==> config.mk <==
export PLATFORM = sky130hd
export DESIGN_NAME = itsf_status
export DESIGN_NICKNAME = d
export VERILOG_FILES = /design/src/inc/itsf_pkg.sv /design/src/hdl/itsf_status.sv
export VERILOG_INCLUDE_DIRS = /design/src /design/src/inc
export SDC_FILE = /design/constraint.sdc
export NUM_CORES = 1
export LEC_CHECK = 0
export BUFFER_PORTS_ARGS = -buffer_cell sky130_fd_sc_hd__buf_4
export CORE_MARGIN = 2
export CORE_UTILIZATION = 45
export CTS_CLUSTER_SIZE = 16
export DETAILED_ROUTE_END_ITERATION = 7
export GPL_TIMING_DRIVEN = 0
export PLACE_DENSITY_LB_ADDON = 0.3
export SLEW_MARGIN = 5
export SYNTH_ARGS = -nofsm -noshare
export SYNTH_HDL_FRONTEND = slang
export SYNTH_SLANG_ARGS = --single-unit
==> constraint.sdc <==
create_clock -name ref_clk -period 2.8 [get_ports ref_clk]
set_clock_uncertainty 0.15 [all_clocks]
set_input_delay 0.14 -clock ref_clk [delete_from_list [all_inputs] [get_ports ref_clk]]
set_output_delay 0.14 -clock ref_clk [all_outputs]
set_load 0.01 [all_outputs]
==> src/inc/itsf_regs.svh <==
`ifndef ITSF_REGS_SVH
`define ITSF_REGS_SVH

// register offsets (byte addresses)
`define ITSF_CTL0_OFF 8'h00
`define ITSF_DATA_OFF 8'h10
`define ITSF_STAT0_OFF 8'h14
`define ITSF_STAT1_OFF 8'h18

// control_reg_0 fields
`define ITSF_CTL0_EN 0
`define ITSF_CTL0_PECEN 1
`define ITSF_CTL0_STRETCH 2
`define ITSF_CTL0_DUALEN 3
`define ITSF_CTL0_W 4
`define ITSF_CTL0_RST 4'h4

// transfer_status_0 fields
`define ITSF_S0_START 0
`define ITSF_S0_ADDR 1
`define ITSF_S0_BTC 2
`define ITSF_S0_H10 3
`define ITSF_S0_STOP 4
`define ITSF_S0_RXFULL 6
`define ITSF_S0_TXEMPTY 7

// transfer_status_1 fields
`define ITSF_S1_MASTER 0
`define ITSF_S1_BUSY 1
`define ITSF_S1_TX 2
`define ITSF_S1_GC 4
`define ITSF_S1_DEF 5
`define ITSF_S1_HOST 6
`define ITSF_S1_DUAL 7
`define ITSF_S1_PEC_LSB 8
`define ITSF_S1_PEC_MSB 15

// reset values
`define ITSF_STAT0_RST 32'h0000_0000
`define ITSF_STAT1_RST 32'h0000_0000

`endif

==> src/inc/itsf_pkg.sv <==
package itsf_pkg;

	// register port request, one cycle per access
	typedef struct packed {
		logic [7:0] addr;
		logic [31:0] wdata;
		logic wr;
		logic rd;
	} itsf_bus_req_t;

	// one-cycle events and levels from the bus engine, same clock
	typedef struct packed {
		logic start_sent;
		logic stop_sent;
		logic start_seen;
		logic stop_seen;
		logic header10_sent;
		logic addr_acked;
		logic addr_match;
		logic match_second;
		logic host_header;
		logic default_addr;
		logic general_call;
		logic arb_lost;
		logic dir_update;
		logic dir_tx;
		logic rx_valid;
		logic [7:0] rx_byte;
		logic tx_take;
		logic tx_sent;
		logic [7:0] check_byte;
	} itsf_event_t;

endpackage

==> src/hdl/itsf_status.sv <==
`timescale 1ns/100ps
`default_nettype none
`include "itsf_regs.svh"

// Summary of operation
// - rx full set on move, cleared by read
// - read keeps rx full while byte waits
// - target stop flag; clear: status0 read, ctl0 write
// - header10 flag; clear: status0 read, data write
// - byte done when stretching and buffer stalls
// - byte done cleared: status0 read, data access
// - byte done cleared by own start, own stop, disable
// - address flag on ack or own match
// - address flag cleared: status0 read, status1 read
// - start flag; clear: status0 read, data write
// - check byte shown in status1 15:8
// - dual flag tells which own address matched
// - status1 address-kind and direction flags cleared by start, stop, disable
// - host header flag set on reception
// - default address flag set on reception
// - general call flag set on address zero
// - direction flag, cleared on lost arbitration
// - busy while bus active, cleared by stop
// - controller flag set by start, cleared by stop, disable or lost arbitration
// - tx empty set on move, cleared by write
module itsf_status (
	// clock and reset
	input wire logic ref_clk,
	input wire logic srst,
	input wire logic ce,
	// register port
	input wire itsf_pkg::itsf_bus_req_t bus_req,
	output logic [31:0] rd_data,
	// bus engine side
	input wire itsf_pkg::itsf_event_t bus_ev,
	output logic [7:0] tx_byte,
	output logic tx_buffer_empty,
	output logic stretch_hold,
	output logic peripheral_enable
);

	function automatic logic hit(input logic [7:0] a, input logic [7:0] off);
		hit = (a == off);
	endfunction

	logic [`ITSF_CTL0_W-1:0] ctl0_reg;
	logic stat0_seen_reg;
	logic rx_buffer_full, rx_pend_reg;
	logic [7:0] rx_data_reg, rx_shift_reg;
	logic [7:0] tx_data_reg;
	logic byte_done_flag, stop_seen_flag, header10_sent_flag;
	logic address_flag, start_sent_flag;
	logic dual_match_flag, host_header_flag, default_addr_flag, general_call_flag;
	logic sending_role_flag, bus_busy_flag, controller_flag;
	logic [31:0] rd_data_reg, rd_data_next;
	logic en, stretch_en, pec_en, dual_en;
	logic rd_s0, rd_s1, rd_dat, wr_dat, wr_ctl0;
	logic hw_clr, s1_clr;
	logic [31:0] stat0_word, stat1_word;
	assign en = ctl0_reg[`ITSF_CTL0_EN];
	assign pec_en = ctl0_reg[`ITSF_CTL0_PECEN];
	assign stretch_en = ctl0_reg[`ITSF_CTL0_STRETCH];
	assign dual_en = ctl0_reg[`ITSF_CTL0_DUALEN];

	assign rd_s0 = ce && bus_req.rd && hit(bus_req.addr, `ITSF_STAT0_OFF);
	assign rd_s1 = ce && bus_req.rd && hit(bus_req.addr, `ITSF_STAT1_OFF);
	assign rd_dat = ce && bus_req.rd && hit(bus_req.addr, `ITSF_DATA_OFF);
	assign wr_dat = ce && bus_req.wr && hit(bus_req.addr, `ITSF_DATA_OFF);
	assign wr_ctl0 = ce && bus_req.wr && hit(bus_req.addr, `ITSF_CTL0_OFF);
	// own start or stop also shows on the bus; hw_clr takes own events only, s1_clr catches both sources
	assign hw_clr = bus_ev.start_sent || bus_ev.stop_sent || !en;
	assign s1_clr = hw_clr || bus_ev.start_seen || bus_ev.stop_seen;
	// control register
	always_ff @(posedge ref_clk)
	begin
		if (srst)
			ctl0_reg <= `ITSF_CTL0_RST;
		else if (wr_ctl0)
			ctl0_reg <= bus_req.wdata[`ITSF_CTL0_W-1:0];
	end
	// a data access, status1 read or ctl0 write ends the sequence, so a stale read cannot clear later
	always_ff @(posedge ref_clk)
	begin
		if (srst)
			stat0_seen_reg <= 1'b0;
		else if (ce)
		begin
			if (rd_s0)
				stat0_seen_reg <= 1'b1;
			else if (rd_dat || wr_dat || rd_s1 || wr_ctl0)
				stat0_seen_reg <= 1'b0;
		end
	end
	// receive path: data register plus one byte held in the shifter
	always_ff @(posedge ref_clk)
	begin
		if (srst)
		begin
			rx_buffer_full <= 1'b0;
			rx_pend_reg <= 1'b0;
			rx_data_reg <= 8'h00;
			rx_shift_reg <= 8'h00;
		end
		else if (ce)
		begin
			if (!en)
			begin
				rx_buffer_full <= 1'b0;
				rx_pend_reg <= 1'b0;
			end
			else
			begin
				if (rd_dat && rx_buffer_full)
				begin
					if (rx_pend_reg)
					begin
						rx_data_reg <= rx_shift_reg;
						rx_pend_reg <= 1'b0;
					end
					else
						rx_buffer_full <= 1'b0;
				end
				if (bus_ev.rx_valid)
				begin
					if (!rx_buffer_full || (rd_dat && !rx_pend_reg))
					begin
						rx_data_reg <= bus_ev.rx_byte;
						rx_buffer_full <= 1'b1;
					end
					else if (stretch_en)
					begin
						// without stretching the engine flags overrun; byte is lost here
						rx_shift_reg <= bus_ev.rx_byte;
						rx_pend_reg <= 1'b1;
					end
				end
			end
		end
	end
	// transmit data register
	always_ff @(posedge ref_clk)
	begin
		if (srst)
		begin
			tx_data_reg <= 8'h00;
			tx_buffer_empty <= 1'b0;
		end
		else if (ce)
		begin
			if (wr_dat)
			begin
				tx_data_reg <= bus_req.wdata[7:0];
				tx_buffer_empty <= 1'b0;
			end
			if (bus_ev.tx_take)
				tx_buffer_empty <= 1'b1;
		end
	end
	// byte done: set wins over every clear
	always_ff @(posedge ref_clk)
	begin
		if (srst)
			byte_done_flag <= 1'b0;
		else if (ce)
		begin
			if (stretch_en && en && ((bus_ev.rx_valid && rx_buffer_full) ||
				(bus_ev.tx_sent && tx_buffer_empty && !sending_role_flag == 1'b0)))
				byte_done_flag <= 1'b1;
			else if (stat0_seen_reg && (rd_dat || wr_dat))
				byte_done_flag <= 1'b0;
			else if (hw_clr)
				byte_done_flag <= 1'b0;
		end
	end
	// stop seen as target
	always_ff @(posedge ref_clk)
	begin
		if (srst)
			stop_seen_flag <= 1'b0;
		else if (ce)
		begin
			if (bus_ev.stop_seen && !controller_flag)
				stop_seen_flag <= 1'b1;
			else if (stat0_seen_reg && wr_ctl0)
				stop_seen_flag <= 1'b0;
		end
	end
	// controller-side start and header flags
	always_ff @(posedge ref_clk)
	begin
		if (srst)
		begin
			header10_sent_flag <= 1'b0;
			start_sent_flag <= 1'b0;
		end
		else if (ce)
		begin
			if (bus_ev.header10_sent && controller_flag)
				header10_sent_flag <= 1'b1;
			else if (stat0_seen_reg && wr_dat)
				header10_sent_flag <= 1'b0;
			if (bus_ev.start_sent)
				start_sent_flag <= 1'b1;
			else if (stat0_seen_reg && wr_dat)
				start_sent_flag <= 1'b0;
		end
	end
	// address flag
	always_ff @(posedge ref_clk)
	begin
		if (srst)
			address_flag <= 1'b0;
		else if (ce)
		begin
			if ((controller_flag && bus_ev.addr_acked) ||
				(!controller_flag && bus_ev.addr_match))
				address_flag <= 1'b1;
			else if (stat0_seen_reg && rd_s1)
				address_flag <= 1'b0;
		end
	end
	// target address-kind flags of status 1
	always_ff @(posedge ref_clk)
	begin
		if (srst)
		begin
			dual_match_flag <= 1'b0;
			host_header_flag <= 1'b0;
			default_addr_flag <= 1'b0;
			general_call_flag <= 1'b0;
		end
		else if (ce)
		begin
			if (s1_clr)
			begin
				dual_match_flag <= 1'b0;
				host_header_flag <= 1'b0;
				default_addr_flag <= 1'b0;
				general_call_flag <= 1'b0;
			end
			if (bus_ev.addr_match && dual_en)
				dual_match_flag <= bus_ev.match_second;
			if (bus_ev.host_header && !controller_flag)
				host_header_flag <= 1'b1;
			if (bus_ev.default_addr)
				default_addr_flag <= 1'b1;
			if (bus_ev.general_call)
				general_call_flag <= 1'b1;
		end
	end
	// direction, busy and role
	always_ff @(posedge ref_clk)
	begin
		if (srst)
		begin
			sending_role_flag <= 1'b0;
			bus_busy_flag <= 1'b0;
			controller_flag <= 1'b0;
		end
		else if (ce)
		begin
			if (s1_clr || bus_ev.arb_lost)
				sending_role_flag <= 1'b0;
			if (bus_ev.dir_update)
				sending_role_flag <= bus_ev.dir_tx;
			if (bus_ev.stop_seen || bus_ev.stop_sent)
				bus_busy_flag <= 1'b0;
			if (bus_ev.start_seen || bus_ev.start_sent)
				bus_busy_flag <= 1'b1;
			if (bus_ev.stop_seen || bus_ev.stop_sent || !en || bus_ev.arb_lost)
				controller_flag <= 1'b0;
			if (bus_ev.start_sent && en)
				controller_flag <= 1'b1;
		end
	end
	// status words
	always_comb
	begin
		stat0_word = `ITSF_STAT0_RST;
		stat0_word[`ITSF_S0_START] = start_sent_flag;
		stat0_word[`ITSF_S0_ADDR] = address_flag;
		stat0_word[`ITSF_S0_BTC] = byte_done_flag;
		stat0_word[`ITSF_S0_H10] = header10_sent_flag;
		stat0_word[`ITSF_S0_STOP] = stop_seen_flag;
		stat0_word[`ITSF_S0_RXFULL] = rx_buffer_full;
		stat0_word[`ITSF_S0_TXEMPTY] = tx_buffer_empty;
	end
	always_comb
	begin
		stat1_word = `ITSF_STAT1_RST;
		stat1_word[`ITSF_S1_MASTER] = controller_flag;
		stat1_word[`ITSF_S1_BUSY] = bus_busy_flag;
		stat1_word[`ITSF_S1_TX] = sending_role_flag;
		stat1_word[`ITSF_S1_GC] = general_call_flag;
		stat1_word[`ITSF_S1_DEF] = default_addr_flag;
		stat1_word[`ITSF_S1_HOST] = host_header_flag;
		stat1_word[`ITSF_S1_DUAL] = dual_match_flag;
		if (pec_en)
			stat1_word[`ITSF_S1_PEC_MSB:`ITSF_S1_PEC_LSB] = bus_ev.check_byte;
	end
	// read mux; unmapped addresses read zero
	always_comb
	begin
		rd_data_next = 32'h0000_0000;
		if (hit(bus_req.addr, `ITSF_CTL0_OFF))
			rd_data_next = {28'h000_0000, ctl0_reg};
		else if (hit(bus_req.addr, `ITSF_DATA_OFF))
			rd_data_next = {24'h00_0000, rx_data_reg};
		else if (hit(bus_req.addr, `ITSF_STAT0_OFF))
			rd_data_next = stat0_word;
		else if (hit(bus_req.addr, `ITSF_STAT1_OFF))
			rd_data_next = stat1_word;
	end
	always_ff @(posedge ref_clk)
	begin
		if (srst)
			rd_data_reg <= 32'h0000_0000;
		else if (ce && bus_req.rd)
			rd_data_reg <= rd_data_next;
	end

	assign rd_data = rd_data_reg;
	assign tx_byte = tx_data_reg;
	assign stretch_hold = byte_done_flag;
	assign peripheral_enable = en;
endmodule // itsf_status
`default_nettype wire

# Word level (Yosys, flattened, before mapping)
# Cells that the tools add are included.
# W data, S select, Z words.
dict set report totals {
  ff_bits 76
  word_cells 145
  output_inout_bits 43
  in_bits 78
}
dict set report op_classes {
  bitwise 1
  reduce_logical 76
  n_eq_ne 3
  n_mux 44
}
# cell n
set ops {}
lappend ops {{$mux W16} 4}
lappend ops {{$mux W8} 5}
lappend ops {{$mux W1} 35}
lappend ops {{$reduce_and A2 Y1} 16}
lappend ops {{$reduce_bool A2 Y1} 13}
lappend ops {{$logic_and A1 B1 Y1} 25}
lappend ops {{$eq A8 B5 Y1 const B} 3}
lappend ops {{$logic_or A1 B1 Y1} 15}
lappend ops {{$logic_not A8 Y1} 1}
lappend ops {{$reduce_and A5 Y1} 1}
lappend ops {{$logic_not A1 Y1} 4}
lappend ops {{$reduce_bool A3 Y1} 1}
lappend ops {{$not A1 Y1} 1}

# Depth between registers and ports, before layout
dict set report depth {
  depth_word 8
  mapped_depth 7
  mapped_depth_nobuf 4
}

# Least setup slack after synthesis
# No wires, ideal clock.
dict set report synth_path {
  kind {input-to-reg}
  startpoint {in bus_req[36] in the netlist's numbering}
  endpoint {reg ctl0_reg[2]}
  required_time_ns 2.530
  slack_ns 0.973
  n_path_buf 2
  arrival_time_ns 1.557
  setup_ns 0.120
  path_stages 6
  cell_sequence {buf_2 -> or4_1 -> buf_6 -> nor4_4 -> nor2b_1 -> a211o_1}
}
dict set report synth_between {
  elab_chain_len 2
}
# element line_no
set synth_rtl {}
lappend synth_rtl {{start: declaration} itsf_status.sv:32} ;# input wire itsf_pkg::itsf_bus_req_t bus_req,
lappend synth_rtl {{$logic_not A8 Y1} itsf_status.sv:43} ;# hit = (a == off);
lappend synth_rtl {{$logic_and A1 B1 Y1} itsf_status.sv:69} ;# assign wr_ctl0 = ce && bus_req.wr && hit(bus_req.addr, `ITSF_CTL0_OFF);
lappend synth_rtl {{end signal: assignment} itsf_status.sv:77} ;# ctl0_reg <= `ITSF_CTL0_RST;
lappend synth_rtl {{end signal: assignment} itsf_status.sv:79} ;# ctl0_reg <= bus_req.wdata[`ITSF_CTL0_W-1:0];
lappend synth_rtl {{end: declaration} itsf_status.sv:46} ;# logic [`ITSF_CTL0_W-1:0] ctl0_reg;
# Every way passes these cells.
# A chain may end at the register's enable or synchronous reset.

# Worst setup path after layout
dict set report layout_path {
  startpoint {reg ctl0_reg[0]}
  endpoint {reg dual_match_flag}
}
dict set report layout_between {
  elab_chain_len 6
}
# element line_no
set layout_rtl {}
lappend layout_rtl {{$logic_not A1 Y1} itsf_status.sv:71} ;# assign hw_clr = bus_ev.start_sent || bus_ev.stop_sent || !en;
lappend layout_rtl {{$logic_or A1 B1 Y1} itsf_status.sv:71}
lappend layout_rtl {{$logic_or A1 B1 Y1 (2 in a row)} itsf_status.sv:72} ;# assign s1_clr = hw_clr || bus_ev.start_seen || bus_ev.stop_seen;
lappend layout_rtl {{$reduce_bool A2 Y1 (no source line)} n/a}
lappend layout_rtl {{$reduce_and A2 Y1 (no source line)} n/a}
lappend layout_rtl {{end signal: assignment} itsf_status.sv:242} ;# dual_match_flag <= bus_ev.match_second;
lappend layout_rtl {{end: declaration} itsf_status.sv:53} ;# logic dual_match_flag, host_header_flag, default_addr_flag, general_call_flag;
# Every way passes these cells.

==> qor.yml <==
finish:
  drive_gt1_frac: 0.2727
  largest_register_ffs: 16
  fin_util: 0.6755
  fill_cells: 537
  nets: 557
  layout_commonest_cell: "buf_4"
  layout_common_cells: "buf_4 (94), dfxtp_1 (60), dlygate4sd3_1 (40), nand2_1 (34), nor2_1 (29)"
  n_antenna_cell: 0
  area_growth_pct: 47.41
grt:
  grt_pass1_vias: 2948
  grt_usage: 0.2600
  antenna_found_initial: 0
  grt_pass1_wl_um: 14350
  grt_max_degree: 13
  grt_overflow: 0
clock_tree:
  clockRootBuffer: "clkbuf_8"
  clock_latency_ns: 0.36
  clk_pin_slew_ns: 0.07
  cts_hold_buf: 40
  numClockSinks: 60
  cts_tree: "built"
  htreeDepth: 3
  clock_path_buffers: 2
  cts_made_buffers: 9
  post_cts_buffers: 0
  cts_resized: 0
worst_hold_path:
  hp-class: "in -> reg"
  min_to: "rd_data[0]"
  holdCritStartpoint: "bus_req[34]"
  hold_depth: 4
critical_path:
  cp-start-kind: "flop"
  worst_setup_path_end_kind: "flop"
  r2r_end: "dual_match_flag"
  required_ns: 2.95
  critical_path_arrival_ns: 2.82
  cp_slowest_stage_delay_ns: 0.57
  path_cells: "or3b_2, o31ai_1, nand3_1, a21oi_1, dlygate4sd3_1"
  critPathKind: "reg -> reg"
  rrSetupSlack_ns: 0.13
  reg2reg_depth: 5
  cp_slowest_cell: "dlygate4sd3_1"
  r2r_start: "ctl0_reg[0]"
  cp_max_fo: 9
  crit_start: "ctl0_reg[0]"
route:
  drtAntennaViolNets: 0
  avgRoutedWirePerCell_um: 16.33
  drc: 0
  vias: 3096
  first_iter_violations: 263
  dr.pass1.iters: 5
  viasPerCell: 5.519
  wl_um: 9159
timing:
  hold_violations: 0
  fin_tns_setup_ns: 0
  relSlewSlack: 0.4584
  fmax_ghz: 0.3741
  fin_crit_ns: 2.673
  worstMarginPinSlew_ns: 0.8057
  finalMaxSlewViolations: 0
  rsz0062_at_grt: "no"
  setup_viol: 0
  post-route-period-util: 0.9547
  whs_ns: 0.03163
  layout_setup_ws_ns: 0.1268
synthesis:
  synth_edf_count: 0
  yosysWarnings: 0
  syn_area_mm2: 0.002877
  synth.avg_cell_area_um2: 8.587
  yosys_most_used_dff: "dfxtp_1"
  synth_seq_cells: 60
  syn-instance-count: 335
  ys_async_sr_fraction: 0
  yosysSeqAreaShare: 0.4176
  ys_types: 49
pwr:
  vdd_drop_max_v: 0.0003049
  swShare: 0.2561
  combPwrFrac: 0.118
  switchingPower_w: 0.0005136
  seq_power_share: 0.433
  clkPwrFrac: 0.449
  p_int_w: 0.001492
  power_leakage_nw: 1.662
  power_density_mw_per_mm2: 472.9
placed_design:
  hpwlAfterDp_um: 6284
  place.gp.congestion: 0.8870
  dp_slack_ns: 0.5099
  numPortBuffers: 78
floorplanning:
  ioPinCount: 121
  start_util: 0.4582
  die_y_um: 83.95
  row_count: 29
  fp.dieW_um: 83.95
  die-area_mm2: 0.007048
  core_area_mm2: 0.006277
job:
  cap_violations: 0
outcome:
  outcome: "complete, no violations"
kinds of logic (layout without fill, tap and decap cells):
family                 count (synthesis)  count (layout)  synth area share
AOI/OAI and AO/OA                     95              95            0.2323
muxes                                 14              14           0.04915
and+or+nand+nor                      117             117            0.2118
DFF                                   60              60            0.4176
other                                  1              16          0.001304
buffers and inverters                 48             182           0.08786
per-layer routing:
metal,global-route usage,part of all wire
met2,0.4233,0.48
met3,0.04847,0.066
met4,0.1320,0.026
met1,0.3282,0.42
met5,0,0
area by class of cell:
class                      instances  area, um^2  share of cell area
buffer                            33       196.4             0.04633
clock buffer                       9       123.9             0.02921
clock inverter                     7       101.3             0.02390
inverter                          15       56.30             0.01328
multi-input combinational        242        1479              0.3488
sequential                        60        1201              0.2833
tap                               77       96.34             0.02272
timing repair buffer             118       985.9              0.2325
power groups by stage:
stage | clock network (W) | logic (W) | registers (W)
floorplan | 0 | 0.0000933 | 0.000886
global placement | 0 | 0.000187 | 0.000887
detailed placement | 0 | 0.000188 | 0.000887
CTS | 0.000898 | 0.000231 | 0.000867
global route | 0.000936 | 0.000255 | 0.000868
finish | 0.000901 | 0.000237 | 0.000868
metrics by stage:
step                cells  power (W)  cell area, um^2
floorplan             350  0.0009793             2933
global placement      505   0.001074             3615
detailed placement    505   0.001076             3615
CTS                   561   0.001997             4240
global route          561   0.002059             4240
finish                561   0.002005             4240
synthesized netlist by cell type (2+ instances only):
| master | number | area [um^2] |
|---|---|---|
| nor4_4 | 2 | 42.54 |
| mux2i_1 | 13 | 130.1 |
| o21ai_0 | 18 | 90.09 |
| nor4_1 | 2 | 12.51 |
| o21ba_2 | 2 | 20.02 |
| buf_1 | 3 | 11.26 |
| nor3_1 | 3 | 15.01 |
| nand2b_1 | 16 | 100.1 |
| nand2_1 | 34 | 127.6 |
| nor2b_1 | 2 | 12.51 |
| a22oi_1 | 14 | 105.1 |
| inv_1 | 15 | 56.30 |
| buf_2 | 4 | 20.02 |
| a211oi_1 | 10 | 75.07 |
| dfxtp_1 | 60 | 1201 |
| clkbuf_1 | 9 | 33.78 |
| nor2_1 | 29 | 108.9 |
| o221ai_1 | 5 | 43.79 |
| o31ai_1 | 2 | 15.01 |
| a2bb2oi_1 | 3 | 26.28 |
| o221a_2 | 9 | 101.4 |
| buf_4 | 16 | 120.1 |
| or3_1 | 4 | 25.02 |
| nand3_1 | 13 | 65.06 |
| a21oi_1 | 22 | 110.1 |
| and3_1 | 2 | 12.51 |
worst max path at each step:
stage               slack [ns]  depth (start not counted)              end
floorplan                 0.97                          6      ctl0_reg[2]
global placement          0.51                          5   rx_data_reg[5]
detailed placement        0.51                          5   rx_data_reg[0]
CTS                       0.18                          5  dual_match_flag
global route              0.02                          5  dual_match_flag
finish                    0.13                          5  dual_match_flag
worst max-delay path: cells and delay by family (launching register included):
kind,cells,cell delay [ns]
flops,1,0.55
buf+inv,1,0.57
simple gates,2,0.64
compound gates,2,0.71
Note: power is estimated with default switching activity, not from simulation.
